<file path="src/rmcb_cfg.svh">
// Offsets, field positions, reset values and counts of the receiver control bits.
// Assumes inclusion by the package, the design file and the bench.
`ifndef RMCB_CFG_SVH
`define RMCB_CFG_SVH
`define RMCB_OFF_CSR 12'h000
`define RMCB_OFF_DBUF 12'h004
`define RMCB_OFF_ISTAT 12'h008
`define RMCB_OFF_IMASK 12'h00c
`define RMCB_OFF_SYNC 12'h010
`define RMCB_BIT_CHG_B 0
`define RMCB_BIT_DTR 1
`define RMCB_BIT_RTS 2
`define RMCB_BIT_SEC_TX 3
`define RMCB_BIT_RCV_EN 4
`define RMCB_BIT_CHG_IEN 5
`define RMCB_BIT_RX_IEN 6
`define RMCB_BIT_DONE 7
`define RMCB_BIT_ACTIVE 11
`define RMCB_BIT_CHG_A 15
`define RMCB_IRQ_CHG_B 0
`define RMCB_IRQ_CHG_A 1
`define RMCB_IRQ_DONE 2
`define RMCB_IRQ_W 3
`define RMCB_SYNC_RESET 8'h96
`define RMCB_LAST_BIT 3'h7
`endif

</file>
<file path="src/rmcb_pkg.sv">
// Types shared by the receiver control bits design.
// Assumes rmcb_cfg.svh is on the include path.
`include "rmcb_cfg.svh"
package rmcb_pkg;
	typedef enum logic [1:0] {RX_IDLE, RX_HUNT, RX_ACTIVE} rmcb_rx_state_t;
	typedef logic [`RMCB_IRQ_W-1:0] rmcb_irq_t;
endpackage : rmcb_pkg

</file>
<file path="src/rmcb_receiver_control.sv">
// Receiver control and status bits with modem leads, sync hunt and APB slave.
// Assumes pclk at 40 MHz; modem leads and the modem clock are asynchronous.
`timescale 1ns/10ps
`default_nettype none
`include "rmcb_cfg.svh"

// What this block does
// Setting enable starts hunting for sync.
// Data accepted only while enable stays set.
// Clearing enable resets receiver at once.
// Enable falling clears the character-done flag.
// Enable is read/write, cleared by resets.
// Bit 3 drives secondary transmit line.
// Modem bits read/write; init clearing optional.
// Bit 2 drives request to send.
// Bit 1 drives data terminal ready.
// Modem line transitions set change B.
// Jumper option inhibits change B.
// Option routes transitions to change A.
// Change B read-only, cleared by read.
// Character transfer sets character-done flag.
// Change A with enable requests interrupt.
// Modem inputs synchronised, edges counted once.
module rmcb_receiver_control import rmcb_pkg::*; #(
	parameter bit INIT_CLEARS_MODEM = 1'b1,
	parameter bit CHANGE_JUMPER_FITTED = 1'b1,
	parameter bit CHANGE_ROUTE_TO_A = 1'b0
) (
	input wire logic pclk, // system clock
	input wire logic presetn, // device reset, async, active low
	input wire logic [11:0] paddr, // byte address
	input wire logic psel, // slave select
	input wire logic penable, // access phase
	input wire logic pwrite, // write direction
	input wire logic [31:0] pwdata, // write data
	output logic [31:0] prdata, // read data
	output logic pready, // transfer done
	output logic pslverr, // unmapped address
	input wire logic bus_init, // bus initialize pulse, pclk domain
	input wire logic change_a_event, // other change A source, pclk domain
	input wire logic modem_clock, // receive clock from the modem
	input wire logic modem_rx_data, // received serial data
	input wire logic carrier, // carrier detect lead
	input wire logic data_set_ready, // data set ready lead
	input wire logic sec_rx_data, // secondary received data lead
	output logic sec_tx_data, // secondary transmit lead
	output logic request_to_send, // request to send lead
	output logic data_terminal_ready, // data terminal ready lead
	output logic rx_vector_req, // receiver vector interrupt request
	output logic irq // masked sticky status interrupt
);

	// ************************************************************
	// Input synchronisers
	// ************************************************************
	logic [4:0] sync1;
	logic [4:0] sync2;
	logic [4:0] sync3;
	logic [2:0] settle;
	wire [4:0] raw_in = {sec_rx_data, data_set_ready, carrier, modem_rx_data, modem_clock};

	// two-flop synchronise
	always_ff @(posedge pclk or negedge presetn) begin
		if (!presetn) begin
			sync1 <= 5'h00;
			sync2 <= 5'h00;
			sync3 <= 5'h00;
			settle <= 3'h0;
		end else begin
			sync1 <= raw_in;
			sync2 <= sync1;
			sync3 <= sync2;
			settle <= {settle[1:0], 1'b1};
		end
	end

	// one edge per transition
	// Edges wait until sync3 holds a real sample, so a lead already high at reset is no change.
	wire settled = settle[2];
	wire line_change = settled & |(sync2[4:2] ^ sync3[4:2]);
	wire clk_rise = settled & sync2[0] & ~sync3[0];
	wire rx_bit = sync2[1];

	// ************************************************************
	// APB decode
	// ************************************************************
	wire setup = psel & ~penable;
	wire access = psel & penable;
	wire sel_csr = paddr == `RMCB_OFF_CSR;
	wire sel_dbuf = paddr == `RMCB_OFF_DBUF;
	wire sel_istat = paddr == `RMCB_OFF_ISTAT;
	wire sel_imask = paddr == `RMCB_OFF_IMASK;
	wire sel_sync = paddr == `RMCB_OFF_SYNC;
	wire mapped = sel_csr | sel_dbuf | sel_istat | sel_imask | sel_sync;
	wire wr = access & pwrite & mapped;
	wire rd = access & ~pwrite & mapped;
	wire wr_csr = wr & sel_csr;
	wire rd_csr = rd & sel_csr;
	wire rd_dbuf = rd & sel_dbuf;

	assign pready = access;
	assign pslverr = access & ~mapped;

	// ************************************************************
	// Control bits
	// ************************************************************
	logic receiver_enable;
	logic en_prev;
	logic chg_irq_en;
	logic rx_irq_en;
	logic [7:0] sync_pattern;
	rmcb_irq_t irq_mask;

	// enable read/write, cleared by init
	always_ff @(posedge pclk or negedge presetn) begin
		if (!presetn) begin
			receiver_enable <= 1'b0;
			chg_irq_en <= 1'b0;
			rx_irq_en <= 1'b0;
		end else if (bus_init) begin
			receiver_enable <= 1'b0;
			chg_irq_en <= 1'b0;
			rx_irq_en <= 1'b0;
		end else if (wr_csr) begin
			receiver_enable <= pwdata[`RMCB_BIT_RCV_EN];
			chg_irq_en <= pwdata[`RMCB_BIT_CHG_IEN];
			rx_irq_en <= pwdata[`RMCB_BIT_RX_IEN];
		end
	end

	// Modem leads follow their bits with no further logic, so software owns timing.
	// optional clear on init
	always_ff @(posedge pclk or negedge presetn) begin
		if (!presetn) begin
			sec_tx_data <= 1'b0;
			request_to_send <= 1'b0;
			data_terminal_ready <= 1'b0;
		end else if (bus_init && INIT_CLEARS_MODEM) begin
			sec_tx_data <= 1'b0;
			request_to_send <= 1'b0;
			data_terminal_ready <= 1'b0;
		end else if (wr_csr) begin
			// secondary transmit bit
			sec_tx_data <= pwdata[`RMCB_BIT_SEC_TX];
			// request to send
			request_to_send <= pwdata[`RMCB_BIT_RTS];
			// data terminal ready
			data_terminal_ready <= pwdata[`RMCB_BIT_DTR];
		end
	end

	always_ff @(posedge pclk or negedge presetn) begin
		if (!presetn) begin
			sync_pattern <= `RMCB_SYNC_RESET;
			irq_mask <= '0;
			en_prev <= 1'b0;
		end else begin
			en_prev <= receiver_enable;
			if (wr && sel_sync) begin
				sync_pattern <= pwdata[7:0];
			end
			if (wr && sel_imask) begin
				irq_mask <= pwdata[`RMCB_IRQ_W-1:0];
			end
		end
	end

	// ************************************************************
	// Receiver timing and sync hunt
	// ************************************************************
	rmcb_rx_state_t state;
	logic [7:0] shift;
	logic [2:0] bit_count;
	logic [7:0] rx_data_buffer;
	logic rx_char_done;
	wire [7:0] next_shift = {shift[6:0], rx_bit};
	wire rx_active = state == RX_ACTIVE;
	// transfer into data buffer
	wire char_load = rx_active & receiver_enable & clk_rise & (bit_count == `RMCB_LAST_BIT);
	wire enable_fell = en_prev & ~receiver_enable;

	always_ff @(posedge pclk or negedge presetn) begin
		if (!presetn) begin
			state <= RX_IDLE;
			shift <= 8'h00;
			bit_count <= 3'h0;
		end else if (!receiver_enable) begin
			// immediate receiver reset
			state <= RX_IDLE;
			shift <= 8'h00;
			bit_count <= 3'h0;
		end else begin
			case (state)
				RX_IDLE: begin
					// start hunting
					state <= RX_HUNT;
				end
				RX_HUNT: begin
					if (clk_rise) begin
						shift <= next_shift;
						if (next_shift == sync_pattern) begin
							state <= RX_ACTIVE;
							bit_count <= 3'h0;
						end
					end
				end
				RX_ACTIVE: begin
					// accept bits while enabled
					if (clk_rise) begin
						shift <= next_shift;
						bit_count <= bit_count + 3'h1;
					end
				end
				default: begin
					state <= RX_IDLE;
				end
			endcase
		end
	end

	// A new character beats a buffer read in the same cycle, so no done edge is lost.
	always_ff @(posedge pclk or negedge presetn) begin
		if (!presetn) begin
			rx_char_done <= 1'b0;
			rx_data_buffer <= 8'h00;
		end else begin
			if (char_load) begin
				rx_data_buffer <= next_shift;
			end
			// enable fall clears done
			if (bus_init || enable_fell) begin
				rx_char_done <= 1'b0;
			end else if (char_load) begin
				rx_char_done <= 1'b1;
			end else if (rd_dbuf) begin
				rx_char_done <= 1'b0;
			end
		end
	end

	// ************************************************************
	// Modem change flags
	// ************************************************************
	logic change_b;
	logic change_a;
	logic snap_b;
	logic snap_a;
	// jumper inhibits change B
	wire chg_b_set = line_change & CHANGE_JUMPER_FITTED & ~CHANGE_ROUTE_TO_A;
	// transitions routed to A
	wire chg_a_set = change_a_event | (line_change & CHANGE_ROUTE_TO_A);

	// The read clears only what prdata showed, so an event after the snapshot survives.
	always_ff @(posedge pclk or negedge presetn) begin
		if (!presetn) begin
			change_b <= 1'b0;
			change_a <= 1'b0;
		end else if (bus_init) begin
			change_b <= 1'b0;
			change_a <= 1'b0;
		end else begin
			// set on line transition
			// cleared by register read
			change_b <= chg_b_set | (change_b & ~(rd_csr & snap_b));
			change_a <= chg_a_set | (change_a & ~(rd_csr & snap_a));
		end
	end

	// ************************************************************
	// Interrupts
	// ************************************************************
	rmcb_irq_t irq_status;
	wire [`RMCB_IRQ_W-1:0] irq_set = {char_load, chg_a_set, chg_b_set};
	wire [`RMCB_IRQ_W-1:0] irq_clr = (wr && sel_istat) ? pwdata[`RMCB_IRQ_W-1:0] : '0;

	always_ff @(posedge pclk or negedge presetn) begin
		if (!presetn) begin
			irq_status <= '0;
		end else begin
			irq_status <= irq_set | (irq_status & ~irq_clr);
		end
	end

	assign irq = |(irq_status & irq_mask);
	// receiver vector request
	assign rx_vector_req = (chg_irq_en & change_a) | (rx_irq_en & rx_char_done);
	// ************************************************************
	// Read data
	// ************************************************************
	logic [15:0] csr_view;
	always_comb begin
		csr_view = 16'h0000;
		csr_view[`RMCB_BIT_CHG_B] = change_b;
		csr_view[`RMCB_BIT_DTR] = data_terminal_ready;
		csr_view[`RMCB_BIT_RTS] = request_to_send;
		csr_view[`RMCB_BIT_SEC_TX] = sec_tx_data;
		csr_view[`RMCB_BIT_RCV_EN] = receiver_enable;
		csr_view[`RMCB_BIT_CHG_IEN] = chg_irq_en;
		csr_view[`RMCB_BIT_RX_IEN] = rx_irq_en;
		csr_view[`RMCB_BIT_DONE] = rx_char_done;
		csr_view[`RMCB_BIT_ACTIVE] = rx_active;
		csr_view[`RMCB_BIT_CHG_A] = change_a;
	end
	wire [31:0] read_mux = sel_csr ? {16'h0000, csr_view} :
		sel_dbuf ? {24'h000000, rx_data_buffer} :
		sel_istat ? {29'h00000000, irq_status} :
		sel_imask ? {29'h00000000, irq_mask} :
		sel_sync ? {24'h000000, sync_pattern} : 32'h00000000;
	always_ff @(posedge pclk or negedge presetn) begin
		if (!presetn) begin
			prdata <= 32'h00000000;
			snap_b <= 1'b0;
			snap_a <= 1'b0;
		end else if (setup) begin
			prdata <= read_mux;
			snap_b <= change_b & sel_csr & ~pwrite;
			snap_a <= change_a & sel_csr & ~pwrite;
		end
	end
endmodule : rmcb_receiver_control
`default_nettype wire

</file>
<file path="config.mk">
export PLATFORM = sky130hd
export DESIGN_NAME = rmcb_receiver_control
export DESIGN_NICKNAME = d
export VERILOG_FILES = /design/src/rmcb_pkg.sv /design/src/rmcb_receiver_control.sv
export VERILOG_INCLUDE_DIRS = /design/src /design/src/src
export SDC_FILE = /design/constraint.sdc
export NUM_CORES = 1
export LEC_CHECK = 0
export ABC_AREA = 1
export BUFFER_PORTS_ARGS = -buffer_cell sky130_fd_sc_hd__buf_2
export CORE_ASPECT_RATIO = 0.75
export CORE_UTILIZATION = 48
export DETAILED_ROUTE_END_ITERATION = 10
export PLACE_DENSITY = 0.77
export SLEW_MARGIN = 20
export SYNTH_ARGS = -nofsm -noshare
export SYNTH_HDL_FRONTEND = slang
export SYNTH_SLANG_ARGS = --single-unit
export TNS_END_PERCENT = 100
</file>
<file path="constraint.sdc">
create_clock -name pclk -period 1.4 [get_ports pclk]
set_clock_uncertainty 0.05 [all_clocks]
set_input_delay 0.07 -clock pclk [delete_from_list [all_inputs] [get_ports pclk]]
set_output_delay 0.07 -clock pclk [all_outputs]
set_load 0.02 [all_outputs]
</file>
# Word-level counts from Yosys, hierarchy flattened
# Cells that the tools add are included.
# totals
out_inout_bits	39
reg_bits	96
word_cells	135
in_bits	56
# op_classes
eq_ne	15
n_mux	35
n_reduce_logical	14
add_sub_neg	1
n_bitwise	46
# op_table
operator	count
2-to-1 mux 8 bit	4
bitwise AND 1 bit	27
== test 12 x 4 -> 1 bit, second input constant	2
2-to-1 mux 7 bit	3
2-to-1 mux 1 bit	17
2-to-1 mux 16 bit	1
2-to-1 mux 3 bit	5
== test 12 x 3 -> 1 bit, second input constant	1
== test 12 x 5 -> 1 bit, second input constant	1
logical NOT 12 bit	1
!= test 3 bit, second input constant	3
== test 8 bit	1
inverter 1 bit	7
bitwise OR 1 bit	7
bitwise AND 3 bit	2
2-to-1 mux 2 bit	3
!= test 2 bit, second input constant	3
case mux 2 bit (3 select lines)	1
case mux 3 bit (2 select lines)	1
OR reduction 3 bit	2
AND reduction 4 bit	1
adder 3 x 1 -> 3 bit, second input constant	1
== test 3 bit, second input constant	1
logical AND 1 bit	3
other kinds (13)	13

# Longest topological paths before layout
# logic_depth
word_depth	12
depth_mapped	10
ltp_nobuf	10

# Least setup slack after synthesis
# No wires, ideal clock.
# synth_timing
kind	register -> register
start	reg bit_count[0]
end	reg irq_status[2]
t_required_ns	1.211
setup_ns	0.139
period_less_slack_ns	1.469
n_path_buf	1
path_slack_ns	-0.069
path_stages_with_launch	6
arrival_ns	1.280
path_cell_list	dfrtp_1 > ha_1 > ha_1 > nand4_1 > clkbuf_1 > o21ai_0
# synth_between
elab_chain_cells	3
# synth_lines
element	line_no	text
start: declaration	rmcb_receiver_control.sv:173	logic [2:0] bit_count;
start signal: assignment	rmcb_receiver_control.sv:211	bit_count <= bit_count + 3'h1;
== test 3 bit (no line)	n/a	
bitwise AND 1 bit	rmcb_receiver_control.sv:179	wire char_load = rx_active & receiver_enable & clk_rise & (bit_count == `RMCB_LAST_BIT);
bitwise OR 3 bit	rmcb_receiver_control.sv:280	irq_status <= irq_set | (irq_status & ~irq_clr);
end signal: assignment	rmcb_receiver_control.sv:280	
end: declaration	rmcb_receiver_control.sv:272	rmcb_irq_t irq_status;
# No other way between the ends.
# A chain may end at the register's enable or synchronous reset.

# Worst setup path in the final report
# layout_timing
start	reg sync_pattern[1]
end	reg state[1]
# layout_between
elab_chain_cells	3
# layout_lines
element	line_no	text
start: declaration	rmcb_receiver_control.sv:111	logic [7:0] sync_pattern;
start signal: assignment	rmcb_receiver_control.sv:154	sync_pattern <= `RMCB_SYNC_RESET;
start signal: assignment	rmcb_receiver_control.sv:160	sync_pattern <= pwdata[7:0];
== test 8 bit	rmcb_receiver_control.sv:201	if (next_shift == sync_pattern) begin
!= test 3 bit (no line)	n/a	
AND reduction 3 bit (no line)	n/a	
end signal: assignment	rmcb_receiver_control.sv:196	state <= RX_HUNT;
end signal: assignment	rmcb_receiver_control.sv:202	state <= RX_ACTIVE;
end signal: assignment	rmcb_receiver_control.sv:215	state <= RX_IDLE;
end: declaration	rmcb_receiver_control.sv:171	rmcb_rx_state_t state;
# No other way between the ends.

==> metrics.md <==
| Metric | Value |
|---|---|
| Library cells used by synthesis | `33` |
| Async set or reset register ratio after synthesis | `1.00` |
| Largest net degree at the start of global routing | `36` |
| Violations in the final reports | `setup timing` |
| LEAKAGE | `2.52 nW` |
| Detailed Routing Iterations Pass 1 | `5` |
| Required time at the endpoint of the critical path | `1.59 ns` |
| Maximum fanout along the worst path | `5` |
| Count of yosys warnings during synthesis | `0` |
| Average wire length per cell after detail routing | `13.6 um` |
| Flip-flop cell with the highest count after synthesis | `sky130_fd_sc_hd__dfrtp_1` |
| Synthesized flop and latch total | `73` |
| Post-synthesis sequential area ratio | `0.507` |
| CTS H-Tree Depth | `3` |
| Final-layout setup total negative slack | `-0.0337 ns` |
| Busiest metal layer after global routing | `met2` |
| Final setup slack of the worst path | `-0.0152 ns` |
| Mapped Cells | `416` |
| Hpwl dp | `5.97 mm` |
| Number of endpoints failing setup at the final stage | `3` |
| Netlist area before placement | `0.00362 sq mm` |
| Routability congestion estimate | `0.867` |
| Growth of design area from synthesis to finish | `28.3%` |
| Core Region | `0.00733 sq mm` |
| Via/cell ratio | `4.88` |
| Maximum buffer depth of the clock tree | `2` |
| Clock transition time at the flip-flop clock pins of the worst setup and hold paths | `0.08 ns` |
| Total die area | `0.00789 sq mm` |
| Pwr Density | `933 mW/mm^2` |
| Die extent in y | `77.2 um` |
| Area of placed instances | `0.00410 sq mm` |
| CTS Buf Count | `9` |
| Sink Count | `73` |
| Finished Cell Area | `0.00464 sq mm` |
| Global routing usage on met3 | `0.0757` |
| Number of inserted diodes | `0` |
| Number of antenna-violating nets in the routed design | `0` |
| Cell at the root of the clock tree | `sky130_fd_sc_hd__clkbuf_8` |
| Number of antenna violations at the first check in global routing | `0` |
| Wire length of the first global-routing pass | `13.4 mm` |
| # IOs | `95` |
| Final Instance Count excl. Fillers | `633` |
| Run status | `finished with violations` |
| Achievable clock frequency | `707 MHz` |
| Unrepaired setup endpoints after global routing | `true` |
| Global-route usage over all layers | `0.228` |
| Worst endpoint data arrival time | `1.61 ns` |
| Post-Route Hold Slack | `0.0918 ns` |
| Met1 Track Usage GR | `0.315` |
| Place WS | `-0.0758 ns` |
| Number of violations of the max-capacitance limit | `0` |
| Final-report max-slew violation count | `0` |
| Count of input and output buffers | `48` |
| Die outline width | `102 um` |
| Post-synth EDFFs | `0` |
| 1st-iter DRT viols | `223` |
| Total gr overflow | `0` |
| Tightest Hold Check Type | `primary input to flop` |
| Util after Layout | `0.633` |
| CTS tree | `done` |
| Synthesized area per cell | `8.69 sq um` |
| Nature of the critical path endpoint | `flop` |
| Setup crit start kind | `flop` |
| Nets | `589` |
| Met2 Resource Use GR | `0.344` |
| Share of final-layout standard cells stronger than drive strength 1 | `0.289` |
| Maximum ir drop on the vdd rail | `0.521 mV` |
| Vias | `3091` |
| Starting utilization of the core area | `0.493` |
| Worst-skew pair later-pin latency | `0.35 ns` |
| Vias in the first global route | `2867` |
| Final number of hold-violating endpoints | `0` |
| Final critical path time including I/O delays and setup | `1.42 ns` |
| Placed cell count | `585` |
| Share of the clock period used by the worst path after layout | `1.01` |
| Post-layout total power | `4.33 mW` |
| DRC violation count after routing | `0` |
| Total detailed-routing wirelength | `8.64 mm` |
| Cell row count | `27` |
| Type of the worst setup path | `flop to flop` |
[repair_timing]
item	4_1_cts	5_1_grt
pin swaps	2	7
gates resized for setup	5	21
gates cloned	0	1
hold buffers	18	0
setup endpoints to repair	16	37
hold endpoints to repair	93	0
setup buffers	4	9
[flip-flops by register name (all words and copies together), names as in the netlist, 3 cells and up]
register and cells:
prdata 10, rx_data_buffer 8, sync_pattern 8, shift 7
sync1 5, sync2 5, sync3 4, bit_count 3
irq_mask 3, irq_status 3, settle 3
[report_power, final]
group | total (mW) | internal [mW] | switching (mW)
Combinational | 0.457 | 0.169 | 0.288
Sequential | 2.19 | 2.16 | 0.0313
Clock | 1.68 | 0.838 | 0.847
Total | 4.33 | 3.16 | 1.17
[cell usage after synthesis, types with 6 or more instances]
| master | number | area, sq um |
|---|---|---|
| sky130_fd_sc_hd__o21ai_2 | 8 | 70.1 |
| sky130_fd_sc_hd__nand2_2 | 6 | 37.5 |
| sky130_fd_sc_hd__nand4_1 | 7 | 43.8 |
| sky130_fd_sc_hd__o21ai_0 | 29 | 145 |
| sky130_fd_sc_hd__nand2_1 | 103 | 387 |
| sky130_fd_sc_hd__buf_4 | 23 | 173 |
| sky130_fd_sc_hd__nand3_1 | 36 | 180 |
| sky130_fd_sc_hd__xor2_1 | 10 | 87.6 |
| sky130_fd_sc_hd__a21oi_1 | 6 | 30.0 |
| sky130_fd_sc_hd__inv_1 | 49 | 184 |
| sky130_fd_sc_hd__ha_1 | 6 | 75.1 |
| sky130_fd_sc_hd__dfrtp_1 | 69 | 1730 |
| sky130_fd_sc_hd__nor2_1 | 26 | 97.6 |
[metal layers]
| metal | wire length [um] | share of wire |
|---|---|---|
| met1 | 3750 | 0.43 |
| met3 | 651 | 0.075 |
| met4 | 146 | 0.017 |
| met2 | 4090 | 0.47 |
| met5 | 0 | 0 |
[worst max-delay path, cell delays in order (launching register included)]
cell	delay, ns
sky130_fd_sc_hd__dfstp_2	0.56
sky130_fd_sc_hd__xor2_1	0.14
sky130_fd_sc_hd__nor2_1	0.07
sky130_fd_sc_hd__nand4_1	0.11
sky130_fd_sc_hd__nand2_2	0.11
sky130_fd_sc_hd__buf_4	0.15
sky130_fd_sc_hd__nand3_1	0.06
sky130_fd_sc_hd__nand2_1	0.06
[logic make-up (layout without fill, tap and decap cells)]
logic type                 Yosys count  after routing  share of synthesized area
AOI/OAI and AO/OA                   48             48                     0.0772
adders and majority gates            6              6                     0.0208
DFF                                 73             73                      0.507
buffers and inverters               80            174                      0.110
xor gates and xnor gates            11             11                     0.0266
other                                2             23                    0.00208
muxes                                1              1                    0.00311
and+or+nand+nor                    195            196                      0.254
[cells in the final DEF, fill, tap and decap left out, types with 7 or more instances in the layout]
| master | instances |
|---|---|
| sky130_fd_sc_hd__o21ai_2 | 10 |
| sky130_fd_sc_hd__xor2_1 | 10 |
| sky130_fd_sc_hd__buf_4 | 36 |
| sky130_fd_sc_hd__inv_1 | 48 |
| sky130_fd_sc_hd__nand2_2 | 11 |
| sky130_fd_sc_hd__o21ai_1 | 11 |
| sky130_fd_sc_hd__nand3_1 | 35 |
| sky130_fd_sc_hd__nor2_1 | 25 |
| sky130_fd_sc_hd__o21ai_0 | 18 |
| sky130_fd_sc_hd__dlygate4sd3_1 | 17 |
| sky130_fd_sc_hd__nand4_1 | 7 |
| sky130_fd_sc_hd__nand2_1 | 97 |
| sky130_fd_sc_hd__conb_1 | 23 |
| sky130_fd_sc_hd__dfrtp_1 | 69 |
| sky130_fd_sc_hd__buf_2 | 48 |
| sky130_fd_sc_hd__clkbuf_8 | 9 |
[path summary, 6_finish.rpt]
path | slack [ns] | start | cells past startpoint | to
max | -0.02 | sync_pattern[1] | 7 | state[1]
min in group asynchronous | 0.10 | presetn | 2 | prdata[0]
max in group asynchronous | 0.64 | presetn | 3 | sync_pattern[4]
min reg2reg | 0.30 | settle[1] | 0 | settle[2]
max reg2reg | -0.02 | sync_pattern[1] | 7 | state[1]
min | 0.09 | penable | 5 | prdata[7]
[area by class of cell]
cell class | count | area, sq um
inverter | 52 | 198
fill | 608 | 2690
tap | 101 | 126
clock inverter | 7 | 77.6
multi-input combinational | 285 | 1530
sequential | 73 | 1830
timing repair buffer | 106 | 756
clock buffer | 9 | 124
Power figures use the tool's default switching activity.
